[src/oib_defs.svh]
// constants for the octal inverting buffer with scan tap
`ifndef OIB_DEFS_SVH
`define OIB_DEFS_SVH
`define OIB_IR_W 8
`define OIB_BSR_W 18
`define OIB_BCR_W 2
`define OIB_IR_BYPASS 8'hff
`define OIB_IR_CAPTURE 8'h81
`define OIB_IR_EXTEST 8'h00
`define OIB_IR_SAMPLE 8'h01
`define OIB_IR_READ_HOLD 8'h02
`define OIB_IR_RUN_TEST 8'h03
`define OIB_BCR_RST 2'h2
`define OIB_BCR_COMPACT 2'h2
`define OIB_BCR_PATTERN 2'h1
`define OIB_BSR_OE_LSB 0
`define OIB_BSR_A_LSB 2
`define OIB_BSR_Y_LSB 10
`define OIB_BSR_RST 18'h00003
`define OIB_LFSR_TAPS 8'h1d
`define OIB_LFSR_SEED 8'h01
`define OIB_TAP_RESET_CLKS 5
`define OIB_SYNC_W 14
`define OIB_SYNC_RST 14'h1fff
`endif

[src/oib_pkg.sv]
// types shared by the buffer and scan tap files
`include "oib_defs.svh"
package oib_pkg;
	typedef enum logic [3:0] {
		OIB_TLR, OIB_RTI, OIB_SEL_DR, OIB_CAP_DR, OIB_SH_DR, OIB_EX1_DR, OIB_PA_DR,
		OIB_EX2_DR, OIB_UPD_DR, OIB_SEL_IR, OIB_CAP_IR, OIB_SH_IR, OIB_EX1_IR,
		OIB_PA_IR, OIB_EX2_IR, OIB_UPD_IR
	} oib_tap_state_e;

	typedef struct packed {
		logic second_group_enable_low;
		logic first_group_enable_low;
		logic [7:0] data;
	} oib_pins_s;

	typedef struct packed {
		logic [7:0] level;
		logic [7:0] oe;
	} oib_drive_s;

	// galois step, data folded in after the shift
	function automatic logic [7:0] oib_lfsr_step(input logic [7:0] s, input logic [7:0] d);
		logic [7:0] n;
		n = {s[6:0], 1'b0} ^ (s[7] ? `OIB_LFSR_TAPS : 8'h00);
		return n ^ d;
	endfunction : oib_lfsr_step
endpackage : oib_pkg

[src/oib_sync.sv]
// two flip-flop synchroniser for pin inputs
`timescale 1ns/100ps
module oib_sync #(
	parameter int W = 1,
	parameter logic [W-1:0] RST = '0
) (
	// clock and reset
	input wire logic sys_clk,
	input wire logic rst_b,
	// data
	input wire logic [W-1:0] d,
	output logic [W-1:0] q
);
	logic [W-1:0] meta_r;

	// meta_r feeds only q; nothing else may look at it
	always_ff @(posedge sys_clk or negedge rst_b) begin
		if (!rst_b) begin
			meta_r <= RST;
			q <= RST;
		end else begin
			meta_r <= d;
			q <= meta_r;
		end
	end
endmodule : oib_sync

[src/oib_tap_fsm.sv]
// sixteen state test port controller
`timescale 1ns/100ps
module oib_tap_fsm (
	// clock and reset
	input wire logic sys_clk,
	input wire logic rst_b,
	// steering
	input wire logic tck_rise,
	input wire logic tms,
	input wire logic test_reset,
	// state
	output oib_pkg::oib_tap_state_e state_r
);
	import oib_pkg::*;
	oib_tap_state_e state_nxt;
	logic [2:0] hi_cnt_r;

	always_comb begin
		state_nxt = state_r;
		unique case (state_r)
			OIB_TLR: state_nxt = tms ? OIB_TLR : OIB_RTI;
			OIB_RTI: state_nxt = tms ? OIB_SEL_DR : OIB_RTI;
			OIB_SEL_DR: state_nxt = tms ? OIB_SEL_IR : OIB_CAP_DR;
			OIB_CAP_DR: state_nxt = tms ? OIB_EX1_DR : OIB_SH_DR;
			OIB_SH_DR: state_nxt = tms ? OIB_EX1_DR : OIB_SH_DR;
			OIB_EX1_DR: state_nxt = tms ? OIB_UPD_DR : OIB_PA_DR;
			OIB_PA_DR: state_nxt = tms ? OIB_EX2_DR : OIB_PA_DR;
			OIB_EX2_DR: state_nxt = tms ? OIB_UPD_DR : OIB_SH_DR;
			OIB_UPD_DR: state_nxt = tms ? OIB_SEL_DR : OIB_RTI;
			OIB_SEL_IR: state_nxt = tms ? OIB_TLR : OIB_CAP_IR;
			OIB_CAP_IR: state_nxt = tms ? OIB_EX1_IR : OIB_SH_IR;
			OIB_SH_IR: state_nxt = tms ? OIB_EX1_IR : OIB_SH_IR;
			OIB_EX1_IR: state_nxt = tms ? OIB_UPD_IR : OIB_PA_IR;
			OIB_PA_IR: state_nxt = tms ? OIB_EX2_IR : OIB_PA_IR;
			OIB_EX2_IR: state_nxt = tms ? OIB_UPD_IR : OIB_SH_IR;
			OIB_UPD_IR: state_nxt = tms ? OIB_SEL_DR : OIB_RTI;
		endcase
	end

	// double high level acts at once, without waiting for a test clock edge
	always_ff @(posedge sys_clk or negedge rst_b) begin
		if (!rst_b) begin
			state_r <= OIB_TLR;
		end else if (test_reset) begin
			state_r <= OIB_TLR;
		end else if (tck_rise) begin
			state_r <= state_nxt;
		end
	end

	// counts consecutive rising edges seen with tms high, cleared by one with tms low, saturating at 7
	always_ff @(posedge sys_clk or negedge rst_b) begin
		if (!rst_b) begin
			hi_cnt_r <= 3'h0;
		end else if (tck_rise) begin
			hi_cnt_r <= !tms ? 3'h0 : (hi_cnt_r == 3'h7 ? hi_cnt_r : hi_cnt_r + 3'h1);
		end
	end

	a_reset_in_five: assert property (@(posedge sys_clk) disable iff (!rst_b)
		hi_cnt_r >= 3'(`OIB_TAP_RESET_CLKS) |-> state_r == OIB_TLR)
		else $error("tap not in reset after five high clocks");
	a_dh_reset: assert property (@(posedge sys_clk) disable iff (!rst_b)
		test_reset |=> state_r == OIB_TLR)
		else $error("double high level did not reset the tap");
endmodule : oib_tap_fsm

[src/oib_tap_top.sv]
// octal inverting tri-state buffer wrapped by a boundary scan test port
`timescale 1ns/100ps
`include "oib_defs.svh"
module oib_tap_top (
	// clock and reset
	input wire logic sys_clk,
	input wire logic rst_b,
	// buffer pins
	input wire oib_pkg::oib_pins_s buf_in,
	output oib_pkg::oib_drive_s buf_drive_r,
	// test port
	input wire logic tck,
	input wire logic tms,
	input wire logic tdi,
	input wire logic double_high_reset_level,
	output logic tdo_r,
	output logic tdo_oe_r
);
	import oib_pkg::*;

	logic [`OIB_SYNC_W-1:0] pin_raw;
	logic [`OIB_SYNC_W-1:0] pin_s;
	logic dh_s;
	logic tdi_s;
	logic tms_s;
	logic tck_s;
	logic [1:0] oe_low_s;
	logic [7:0] a_s;
	logic tck_q_r;
	logic tck_rise;
	logic tck_fall;
	oib_tap_state_e state;
	logic [`OIB_IR_W-1:0] ir_sh_r;
	logic [`OIB_IR_W-1:0] ir_r;
	logic [`OIB_BSR_W-1:0] bsr_sh_r;
	logic [`OIB_BSR_W-1:0] bsr_upd_r;
	logic [`OIB_BCR_W-1:0] bcr_sh_r;
	logic [`OIB_BCR_W-1:0] bcr_r;
	logic bypass_r;
	logic sel_bsr;
	logic sel_bcr;
	logic in_test;
	logic dr_lsb;
	logic input_signature_compactor_run;
	logic output_pattern_generator_run;

	// pins are asynchronous; pull-up levels are the synchroniser reset values
	assign pin_raw = {double_high_reset_level, tdi, tms, tck, buf_in.second_group_enable_low,
		buf_in.first_group_enable_low, buf_in.data};
	assign {dh_s, tdi_s, tms_s, tck_s, oe_low_s, a_s} = pin_s;

	oib_sync #(.W(`OIB_SYNC_W), .RST(`OIB_SYNC_RST)) u_sync (
		.sys_clk(sys_clk),
		.rst_b(rst_b),
		.d(pin_raw),
		.q(pin_s)
	);

	// test clock edges found by sampling; tck must stay well below sys_clk / 4
	always_ff @(posedge sys_clk or negedge rst_b) begin
		if (!rst_b) begin
			tck_q_r <= 1'b1;
		end else begin
			tck_q_r <= tck_s;
		end
	end
	assign tck_rise = tck_s & ~tck_q_r;
	assign tck_fall = ~tck_s & tck_q_r;

	oib_tap_fsm u_fsm (
		.sys_clk(sys_clk),
		.rst_b(rst_b),
		.tck_rise(tck_rise),
		.tms(tms_s),
		.test_reset(dh_s),
		.state_r(state)
	);

	// instruction decode
	assign sel_bsr = (ir_r == `OIB_IR_EXTEST) || (ir_r == `OIB_IR_SAMPLE) ||
		(ir_r == `OIB_IR_READ_HOLD);
	assign sel_bcr = (ir_r == `OIB_IR_RUN_TEST);
	assign in_test = (ir_r == `OIB_IR_EXTEST) || (ir_r == `OIB_IR_RUN_TEST);
	assign input_signature_compactor_run = sel_bcr && state == OIB_RTI && tck_rise &&
		bcr_r == `OIB_BCR_COMPACT;
	assign output_pattern_generator_run = sel_bcr && state == OIB_RTI && tck_rise &&
		bcr_r == `OIB_BCR_PATTERN;
	assign dr_lsb = sel_bsr ? bsr_sh_r[0] : (sel_bcr ? bcr_sh_r[0] : bypass_r);

	// instruction register
	always_ff @(posedge sys_clk or negedge rst_b) begin
		if (!rst_b) begin
			ir_sh_r <= `OIB_IR_CAPTURE;
			ir_r <= `OIB_IR_BYPASS;
		end else if (state == OIB_TLR) begin
			ir_r <= `OIB_IR_BYPASS;
		end else begin
			if (tck_rise && state == OIB_CAP_IR) begin
				ir_sh_r <= `OIB_IR_CAPTURE;
			end else if (tck_rise && state == OIB_SH_IR) begin
				ir_sh_r <= {tdi_s, ir_sh_r[`OIB_IR_W-1:1]};
			end
			if (tck_fall && state == OIB_UPD_IR) begin
				ir_r <= ir_sh_r;
			end
		end
	end

	// boundary shift stage
	always_ff @(posedge sys_clk or negedge rst_b) begin
		if (!rst_b) begin
			bsr_sh_r <= `OIB_BSR_RST;
		end else if (tck_rise && sel_bsr && state == OIB_CAP_DR) begin
			if (ir_r == `OIB_IR_READ_HOLD) begin
				bsr_sh_r <= bsr_upd_r;
			end else begin
				bsr_sh_r <= {buf_drive_r.level, a_s, oe_low_s};
			end
		end else if (tck_rise && sel_bsr && state == OIB_SH_DR) begin
			bsr_sh_r <= {tdi_s, bsr_sh_r[`OIB_BSR_W-1:1]};
		end
	end

	// boundary hold stage; compaction and pattern run here so a read back sees them
	always_ff @(posedge sys_clk or negedge rst_b) begin
		if (!rst_b) begin
			bsr_upd_r <= `OIB_BSR_RST;
		end else if (tck_fall && sel_bsr && state == OIB_UPD_DR) begin
			bsr_upd_r <= bsr_sh_r;
		end else if (input_signature_compactor_run) begin
			bsr_upd_r[`OIB_BSR_A_LSB +: 8] <= oib_lfsr_step(bsr_upd_r[`OIB_BSR_A_LSB +: 8],
				a_s);
		end else if (output_pattern_generator_run) begin
			// an all-zero seed would lock the generator, so it is kicked with the seed
			bsr_upd_r[`OIB_BSR_Y_LSB +: 8] <= (bsr_upd_r[`OIB_BSR_Y_LSB +: 8] == 8'h00) ?
				`OIB_LFSR_SEED : oib_lfsr_step(bsr_upd_r[`OIB_BSR_Y_LSB +: 8], 8'h00);
		end
	end

	// boundary control register
	always_ff @(posedge sys_clk or negedge rst_b) begin
		if (!rst_b) begin
			bcr_sh_r <= `OIB_BCR_RST;
			bcr_r <= `OIB_BCR_RST;
		end else if (state == OIB_TLR) begin
			bcr_r <= `OIB_BCR_RST;
		end else begin
			if (tck_rise && sel_bcr && state == OIB_CAP_DR) begin
				bcr_sh_r <= bcr_r;
			end else if (tck_rise && sel_bcr && state == OIB_SH_DR) begin
				bcr_sh_r <= {tdi_s, bcr_sh_r[`OIB_BCR_W-1:1]};
			end
			if (tck_fall && sel_bcr && state == OIB_UPD_DR) begin
				bcr_r <= bcr_sh_r;
			end
		end
	end

	// bypass register
	always_ff @(posedge sys_clk or negedge rst_b) begin
		if (!rst_b) begin
			bypass_r <= 1'b0;
		end else if (tck_rise && !sel_bsr && !sel_bcr && state == OIB_CAP_DR) begin
			bypass_r <= 1'b0;
		end else if (tck_rise && !sel_bsr && !sel_bcr && state == OIB_SH_DR) begin
			bypass_r <= tdi_s;
		end
	end

	// serial output changes only on the falling edge, or at once on the double high level
	always_ff @(posedge sys_clk or negedge rst_b) begin
		if (!rst_b) begin
			tdo_r <= 1'b1;
			tdo_oe_r <= 1'b0;
		end else if (dh_s) begin
			// the double high level has no test clock to wait for, so the pin goes off at once
			tdo_r <= 1'b1;
			tdo_oe_r <= 1'b0;
		end else if (tck_fall) begin
			if (state == OIB_SH_IR) begin
				tdo_r <= ir_sh_r[0];
				tdo_oe_r <= 1'b1;
			end else if (state == OIB_SH_DR) begin
				tdo_r <= dr_lsb;
				tdo_oe_r <= 1'b1;
			end else begin
				tdo_r <= 1'b1;
				tdo_oe_r <= 1'b0;
			end
		end
	end

	// buffer outputs; two cycles of synchroniser latency from the pins
	always_ff @(posedge sys_clk or negedge rst_b) begin
		if (!rst_b) begin
			buf_drive_r <= '0;
		end else if (in_test) begin
			buf_drive_r.level <= bsr_upd_r[`OIB_BSR_Y_LSB +: 8];
			buf_drive_r.oe <= {{4{~bsr_upd_r[`OIB_BSR_OE_LSB + 1]}},
				{4{~bsr_upd_r[`OIB_BSR_OE_LSB]}}};
		end else begin
			buf_drive_r.level <= ~a_s;
			buf_drive_r.oe <= {{4{~oe_low_s[1]}}, {4{~oe_low_s[0]}}};
		end
	end

	a_group_hiz: assert property (@(posedge sys_clk) disable iff (!rst_b)
		(!in_test && oe_low_s[0]) |=> buf_drive_r.oe[3:0] == 4'h0)
		else $error("disabled group still drives");
	a_invert_data: assert property (@(posedge sys_clk) disable iff (!rst_b)
		(!in_test && !oe_low_s[1]) |=>
		(buf_drive_r.oe[7:4] == 4'hf && buf_drive_r.level[7:4] == ~$past(a_s[7:4])))
		else $error("enabled group does not invert");
	a_normal_untouched: assert property (@(posedge sys_clk) disable iff (!rst_b)
		(!in_test && state != OIB_TLR) |=> buf_drive_r.level == ~$past(a_s))
		else $error("tap activity disturbed normal buffers");
	a_test_drive: assert property (@(posedge sys_clk) disable iff (!rst_b)
		in_test |=> buf_drive_r.level == $past(bsr_upd_r[`OIB_BSR_Y_LSB +: 8]))
		else $error("test mode outputs not from boundary cells");
	a_tdo_on_fall: assert property (@(posedge sys_clk) disable iff (!rst_b)
		($changed(tdo_r) || $changed(tdo_oe_r)) |-> ($past(tck_fall) || $past(dh_s)))
		else $error("serial output moved off a falling edge");
	a_ir_shift_in: assert property (@(posedge sys_clk) disable iff (!rst_b)
		(tck_rise && state == OIB_SH_IR) |=>
		(ir_sh_r == {$past(tdi_s), $past(ir_sh_r[`OIB_IR_W-1:1])}))
		else $error("instruction shift did not take serial input");
	a_tdo_idle_high: assert property (@(posedge sys_clk) disable iff (!rst_b)
		!tdo_oe_r |-> tdo_r)
		else $error("serial output low while undriven");
	a_tms_float: assert property (@(posedge sys_clk) disable iff (!rst_b)
		$rose(rst_b) |-> tms_s)
		else $error("mode select not high out of reset");
	a_compact_step: assert property (@(posedge sys_clk) disable iff (!rst_b)
		input_signature_compactor_run |=> bsr_upd_r[`OIB_BSR_A_LSB +: 8] ==
		oib_lfsr_step($past(bsr_upd_r[`OIB_BSR_A_LSB +: 8]), $past(a_s)))
		else $error("signature step wrong");
	a_ir_capture: assert property (@(posedge sys_clk) disable iff (!rst_b)
		(tck_rise && state == OIB_CAP_IR) |=> ir_sh_r == `OIB_IR_CAPTURE)
		else $error("instruction capture value wrong");
	a_tlr_defaults: assert property (@(posedge sys_clk) disable iff (!rst_b)
		state == OIB_TLR |=> (ir_r == `OIB_IR_BYPASS && bcr_r == `OIB_BCR_COMPACT))
		else $error("tap reset defaults wrong");
	a_group2_hiz: assert property (@(posedge sys_clk) disable iff (!rst_b)
		(!in_test && oe_low_s[1]) |=> buf_drive_r.oe[7:4] == 4'h0)
		else $error("disabled second group still drives");
	a_invert_low: assert property (@(posedge sys_clk) disable iff (!rst_b)
		(!in_test && !oe_low_s[0]) |=>
		(buf_drive_r.oe[3:0] == 4'hf && buf_drive_r.level[3:0] == ~$past(a_s[3:0])))
		else $error("enabled first group does not invert");
	a_test_enable: assert property (@(posedge sys_clk) disable iff (!rst_b)
		in_test |=> buf_drive_r.oe == {{4{~$past(bsr_upd_r[`OIB_BSR_OE_LSB + 1])}},
		{4{~$past(bsr_upd_r[`OIB_BSR_OE_LSB])}}})
		else $error("test mode enables not from boundary cells");
	a_dr_shift_in: assert property (@(posedge sys_clk) disable iff (!rst_b)
		(tck_rise && sel_bsr && state == OIB_SH_DR) |=>
		(bsr_sh_r == {$past(tdi_s), $past(bsr_sh_r[`OIB_BSR_W-1:1])}))
		else $error("boundary shift did not take serial input");
	a_dr_capture: assert property (@(posedge sys_clk) disable iff (!rst_b)
		(tck_rise && sel_bsr && ir_r != `OIB_IR_READ_HOLD && state == OIB_CAP_DR) |=>
		bsr_sh_r == {$past(buf_drive_r.level), $past(a_s), $past(oe_low_s)})
		else $error("boundary capture order wrong");
	a_tdo_shift_out: assert property (@(posedge sys_clk) disable iff (!rst_b)
		(tck_fall && !dh_s && state == OIB_SH_IR) |=> (tdo_oe_r && tdo_r == $past(ir_sh_r[0])))
		else $error("serial output not showing instruction lsb");
	a_dh_tdo_off: assert property (@(posedge sys_clk) disable iff (!rst_b)
		dh_s |=> !tdo_oe_r)
		else $error("serial output still driven after double high");
	a_bypass_shift: assert property (@(posedge sys_clk) disable iff (!rst_b)
		(tck_rise && !sel_bsr && !sel_bcr && state == OIB_SH_DR) |=> bypass_r == $past(tdi_s))
		else $error("bypass bit did not take serial input");
	a_pattern_step: assert property (@(posedge sys_clk) disable iff (!rst_b)
		output_pattern_generator_run |=> bsr_upd_r[`OIB_BSR_Y_LSB +: 8] ==
		(($past(bsr_upd_r[`OIB_BSR_Y_LSB +: 8]) == 8'h00) ? `OIB_LFSR_SEED :
		oib_lfsr_step($past(bsr_upd_r[`OIB_BSR_Y_LSB +: 8]), 8'h00)))
		else $error("pattern step wrong");

	c_ir_update: cover property (@(posedge sys_clk) disable iff (!rst_b)
		tck_fall && state == OIB_UPD_IR);
	c_extest: cover property (@(posedge sys_clk) disable iff (!rst_b)
		ir_r == `OIB_IR_EXTEST && tdo_oe_r);
	c_compact: cover property (@(posedge sys_clk) disable iff (!rst_b)
		input_signature_compactor_run);
	c_pattern: cover property (@(posedge sys_clk) disable iff (!rst_b)
		output_pattern_generator_run);
	c_dh_reset: cover property (@(posedge sys_clk) disable iff (!rst_b)
		dh_s && tdo_oe_r);
endmodule : oib_tap_top

[config.mk]
export PLATFORM = sky130hd
export DESIGN_NAME = oib_tap_top
export DESIGN_NICKNAME = d
export VERILOG_FILES = /design/src/oib_pkg.sv /design/src/oib_sync.sv /design/src/oib_tap_fsm.sv /design/src/oib_tap_top.sv
export VERILOG_INCLUDE_DIRS = /design/src
export SDC_FILE = /design/constraint.sdc
export NUM_CORES = 1
export LEC_CHECK = 0
export BUFFER_PORTS_ARGS = -buffer_cell sky130_fd_sc_hd__buf_2
export CAP_MARGIN = 30
export CORE_UTILIZATION = 55
export CTS_BUF_LIST = sky130_fd_sc_hd__clkbuf_4 sky130_fd_sc_hd__clkbuf_8 sky130_fd_sc_hd__clkbuf_16
export DETAILED_ROUTE_END_ITERATION = 12
export PLACE_DENSITY_LB_ADDON = 0.08
export SETUP_SLACK_MARGIN = 0.2
export SYNTH_ARGS = -nofsm -noshare
export SYNTH_HDL_FRONTEND = slang
export SYNTH_SLANG_ARGS = --single-unit
[constraint.sdc]
create_clock -name sys_clk -period 6.4 [get_ports sys_clk]
set_input_delay 1.28 -clock sys_clk [delete_from_list [all_inputs] [get_ports sys_clk]]
set_output_delay 1.28 -clock sys_clk [all_outputs]
set_load 0.01 [all_outputs]
==> results.txt <==
- Total inserted antenna cells: 0
- The first global-routing pass estimated 17,000 um of wire.
- Average cell area after synthesis: 11.2 um2
* Crit Path Max Fanout: 24
* Fillcell total: 677
- Post-detailed-placement half-perimeter wirelength: between 6000 and 7000 um
- Count of pins on the block boundary: 34
- Of the total power, the clock network draws between 30% and 40%.
- Summing all non-filler instances in the final layout gives an area of about 5100 um2.
- Measured against its own limit, the worst slew margin works out to between 30% and 40%.
- The floorplan step defined a core boundary enclosing 8300 um2.
- Final Critical Period: around 3.4 ns
- The detail route stage leaves a number of antenna-violating nets equal to 0.
- Capture instance of the worst register-to-register path: bsr_sh_r[13]
- Sequential cells burn between 60% and 70% of the power.
- Yosys warning count: 0
- Total power density per cell area: approximately 220 nW/um2
* Routability congestion estimate from global placement: 0.798
* Max Cap Violations: 0
- Clock tree synthesis found a total of 102 sinks.
* CP Capture Type: register
- DRC violation count after routing: 0
- Number of vias after detailed routing: between 3,000 and 4,000
* Post-cts resize count: 0
- Based on the critical path, the design can be clocked at up to roughly 290 MHz.
* Required time worst endpoint: 6.66 ns
* Final critical-path share of the clock period: between 50% and 60%
- Post-CTS Setup Inserts: 0
- Counting along the longest clock path gives a buffer depth of 2.
- Final wirelength: approximately 10,000 um
* Routed len/inst: between 15 and 20 um
* Switching power summed over all nets: ~0.28 mW
- GRT Util Overall: between 20 and 30%
- Cells fill 61.9% of the core in the end.
- Buffers inserted to repair hold after CTS numbered 0.
- Synthesized net count: approximately 450
* Kind of start point of the critical path: register
- The via count of the first global-routing pass came to roughly 3,200.
- Combinational logic burns approximately 4.3% of the power.
* Synth-to-layout area growth: 7.43%
* Number of max-slew violations in the final report: 0
- Hold Vio Cnt, Final: 0
- Worst Hold Margin: ~0.36 ns
- Clock insertion delay at the later pin of the skew report: between 0.3 and 0.4 ns
- For this run, asynchronously set or reset flops after synthesis account for 100%.
- Ratio of cells with drive above 1 in the final layout: between 20 and 30%
* Outcome: finished, final reports clean
- Root buf cell: sky130_fd_sc_hd__clkbuf_8
* Detailed-routing iteration count for the pre-antenna-repair pass: 4
- Cell area after placement: ~4900 um2
- Data arrival at the endpoint of the critical path: between 3 and 4 ns
- Number of cells produced by synthesis: 429
- The floorplan step defined a die boundary enclosing 9080 um2.
* Number of buffers inserted during clock tree synthesis: 9
- Portion of the post-synthesis area used by sequential elements: 54.5%
* Type of the tightest min-delay check: reg -> reg
- For the pin with the worst max-slew slack, the measured transition is 0.993 ns.
* Port buffer count: 33
- In this run the register-to-register setup slack is approximately 3.0 ns.
- Counting flops and latches in the post-synthesis netlist gives a little over 100.
- Crit path launch: ir_r[3]
- Number of antenna violations at the first check in global routing: 0
- The internal portion of the total power is approximately 0.84 mW.
- Number of different library cells in the post-synthesis netlist: 58
* Sum Neg Setup Slack: 0 ns
- The clock arrives with 0.00844 ns of skew.
- TritonCTS built the clock tree.
* Worst setup path endpoint: bsr_sh_r[13]
* Die Width: 95.3 um
- Unrepaired setup endpoints after global routing: no
- Sum of overflow across all layers after global routing: 0
* FF+latch area: ~2600 um2
* Startpoint-to-endpoint class of the critical path: reg -> reg
* Launching point of the worst reg2reg path: ir_r[3]
- Number of cells on the worst reg-to-reg path: 4
- Clock H-tree levels: 3
* Cell leakage power: around 2.2 nW
* Count of flip-flops with a built-in enable after synthesis: 0
- In this run switching power makes up about 25% of total power.
* Effective utilization at floorplan: just under 60%
* Multi-input logic area: approximately 2000 um2
- Height of the die: 95.3 um
* Pin count of the biggest net entering global routing: between 50 and 60
* Number of nets in the final layout: 455
- In the routed layout, each cell is associated on average with a via count of just over 6.
* Standard-cell rows: 33
- Setup violators final: 0
* Maximum vdd ir drop: roughly 0.00015 V
- Count of routing violations after the opening detailed-route iteration: between 200 and 250
- Clock transition at the registers of the reported paths: about 0.10 ns
- Main synth FF type: sky130_fd_sc_hd__dfrtp_1
- Cell area after technology mapping: around 4800 um2
power by group through the flow:
stage	clock network, mW	logic, mW	registers, mW
2_1_floorplan	0	0.0263	0.687
3_3_place_gp	0	0.0482	0.692
3_5_place_dp	0	0.0491	0.693
4_1_cts	0.409	0.0492	0.682
5_1_grt	0.435	0.0553	0.684
6_report	0.396	0.0480	0.682
cells in the final DEF (no fill, tap or decap), types with 5 or more instances in the layout:
cell type | synthesis | routed
sky130_fd_sc_hd__dfrtp_1 | 58 | 58
sky130_fd_sc_hd__dfstp_2 | 44 | 44
sky130_fd_sc_hd__nand2_1 | 35 | 35
sky130_fd_sc_hd__buf_2 | 3 | 32
sky130_fd_sc_hd__a21oi_1 | 20 | 20
sky130_fd_sc_hd__mux2_2 | 19 | 19
sky130_fd_sc_hd__o22ai_1 | 18 | 18
sky130_fd_sc_hd__mux2i_1 | 17 | 17
sky130_fd_sc_hd__nand3_1 | 17 | 17
sky130_fd_sc_hd__a2bb2oi_1 | 15 | 15
sky130_fd_sc_hd__nor2_1 | 14 | 14
sky130_fd_sc_hd__o211ai_1 | 14 | 14
sky130_fd_sc_hd__o21ai_0 | 12 | 12
sky130_fd_sc_hd__nor3_1 | 10 | 10
sky130_fd_sc_hd__clkbuf_8 | 0 | 9
sky130_fd_sc_hd__inv_1 | 8 | 8
sky130_fd_sc_hd__a32oi_1 | 8 | 8
sky130_fd_sc_hd__xor2_1 | 8 | 8
sky130_fd_sc_hd__xnor2_1 | 7 | 7
sky130_fd_sc_hd__nand2b_1 | 6 | 6
sky130_fd_sc_hd__nand4_1 | 5 | 5
cell usage after synthesis (7+ instances only):
library cell | number | area, um2
sky130_fd_sc_hd__nand2_1 | 35 | 131
sky130_fd_sc_hd__nor3_1 | 10 | 50.1
sky130_fd_sc_hd__mux2i_1 | 17 | 170
sky130_fd_sc_hd__nor2_1 | 14 | 52.6
sky130_fd_sc_hd__xor2_1 | 8 | 70.1
sky130_fd_sc_hd__inv_1 | 8 | 30.0
sky130_fd_sc_hd__o21ai_0 | 12 | 60.1
sky130_fd_sc_hd__mux2_2 | 19 | 214
sky130_fd_sc_hd__dfstp_2 | 44 | 1160
sky130_fd_sc_hd__clkbuf_1 | 24 | 90.1
sky130_fd_sc_hd__nand3_1 | 17 | 85.1
sky130_fd_sc_hd__xnor2_1 | 7 | 61.3
sky130_fd_sc_hd__a2bb2oi_1 | 15 | 131
sky130_fd_sc_hd__o22ai_1 | 18 | 113
sky130_fd_sc_hd__a21oi_1 | 20 | 100
sky130_fd_sc_hd__o211ai_1 | 14 | 105
sky130_fd_sc_hd__dfrtp_1 | 58 | 1450
sky130_fd_sc_hd__a32oi_1 | 8 | 70.1
metrics by stage:
step / power [mW] / cells / worst slack, ns
final: 1.13 / 549 / 2.99
after CTS: 1.14 / 549 / 3.02
after global routing: 1.17 / 549 / 2.70
after floorplan: 0.713 / 429 / 4.17
after global placement: 0.741 / 532 / 3.17
after detailed placement: 0.742 / 533 / 3.06
cells by family (layout without fill, tap and decap cells):
| group | after synthesis | in the layout | synth area share, % |
|---|---|---|---|
| AND/OR/NAND/NOR | 121 | 121 | 14.1 |
| flip-flops | 102 | 102 | 54.5 |
| AO/OA/AOI/OAI | 108 | 108 | 15.9 |
| buffers and inverters | 45 | 60 | 4.24 |
| XOR/XNOR | 15 | 15 | 2.75 |
| multiplexers | 38 | 38 | 8.50 |
routing by layer:
| layer | track usage (%) | wire [um] | vias up |
|---|---|---|---|
| li1 | - | - | 1611 |
| met1 | 38.4 | 4910 | 1685 |
| met5 | 0 | 0 | - |
| met4 | 8.08 | 141 | 0 |
| met2 | 34.5 | 4670 | 119 |
| met3 | 5.90 | 695 | 10 |
flip-flops by register name (all words and copies together) (netlist names), 2 cells and up:
register       flops
bcr_r              2
bsr_sh_r          18
buf_drive_r       10
bsr_upd_r         18
ir_r               8
ir_sh_r            8
u_sync.q          14
u_fsm.state_r      4
u_sync.meta_r     14
bcr_sh_r           2
layout make-up:
type | instances | share of cell area, %
Clock buffer | 10 | 2.56
Timing Repair Buffer | 36 | 3.70
Tap cell | 105 | 2.56
Multi-Input combinational cell | 282 | 38.7
Inverter | 8 | 0.584
Sequential cell | 102 | 50.7
Clock inverter | 6 | 1.22
worst max-delay path: stages, from the launching register on:
cell and delay [ns]:
sky130_fd_sc_hd__dfstp_2 0.39, sky130_fd_sc_hd__nor4_2 0.63, sky130_fd_sc_hd__nand3_1 0.87, sky130_fd_sc_hd__nor2_2 0.98, sky130_fd_sc_hd__mux2_2 0.42
worst min path at each step:
stage | cells past startpoint | end | slack [ns] | start
floorplan | 0 | u_sync.q[13] | 0.33 | u_sync.meta_r[13]
finish | 0 | u_sync.q[6] | 0.36 | u_sync.meta_r[6]
global placement | 0 | u_sync.q[13] | 0.34 | u_sync.meta_r[13]
detailed placement | 0 | u_sync.q[12] | 0.35 | u_sync.meta_r[12]
global route | 0 | u_sync.q[2] | 0.36 | u_sync.meta_r[2]
CTS | 0 | u_sync.q[6] | 0.36 | u_sync.meta_r[6]
Power figures use the tool's default switching activity.
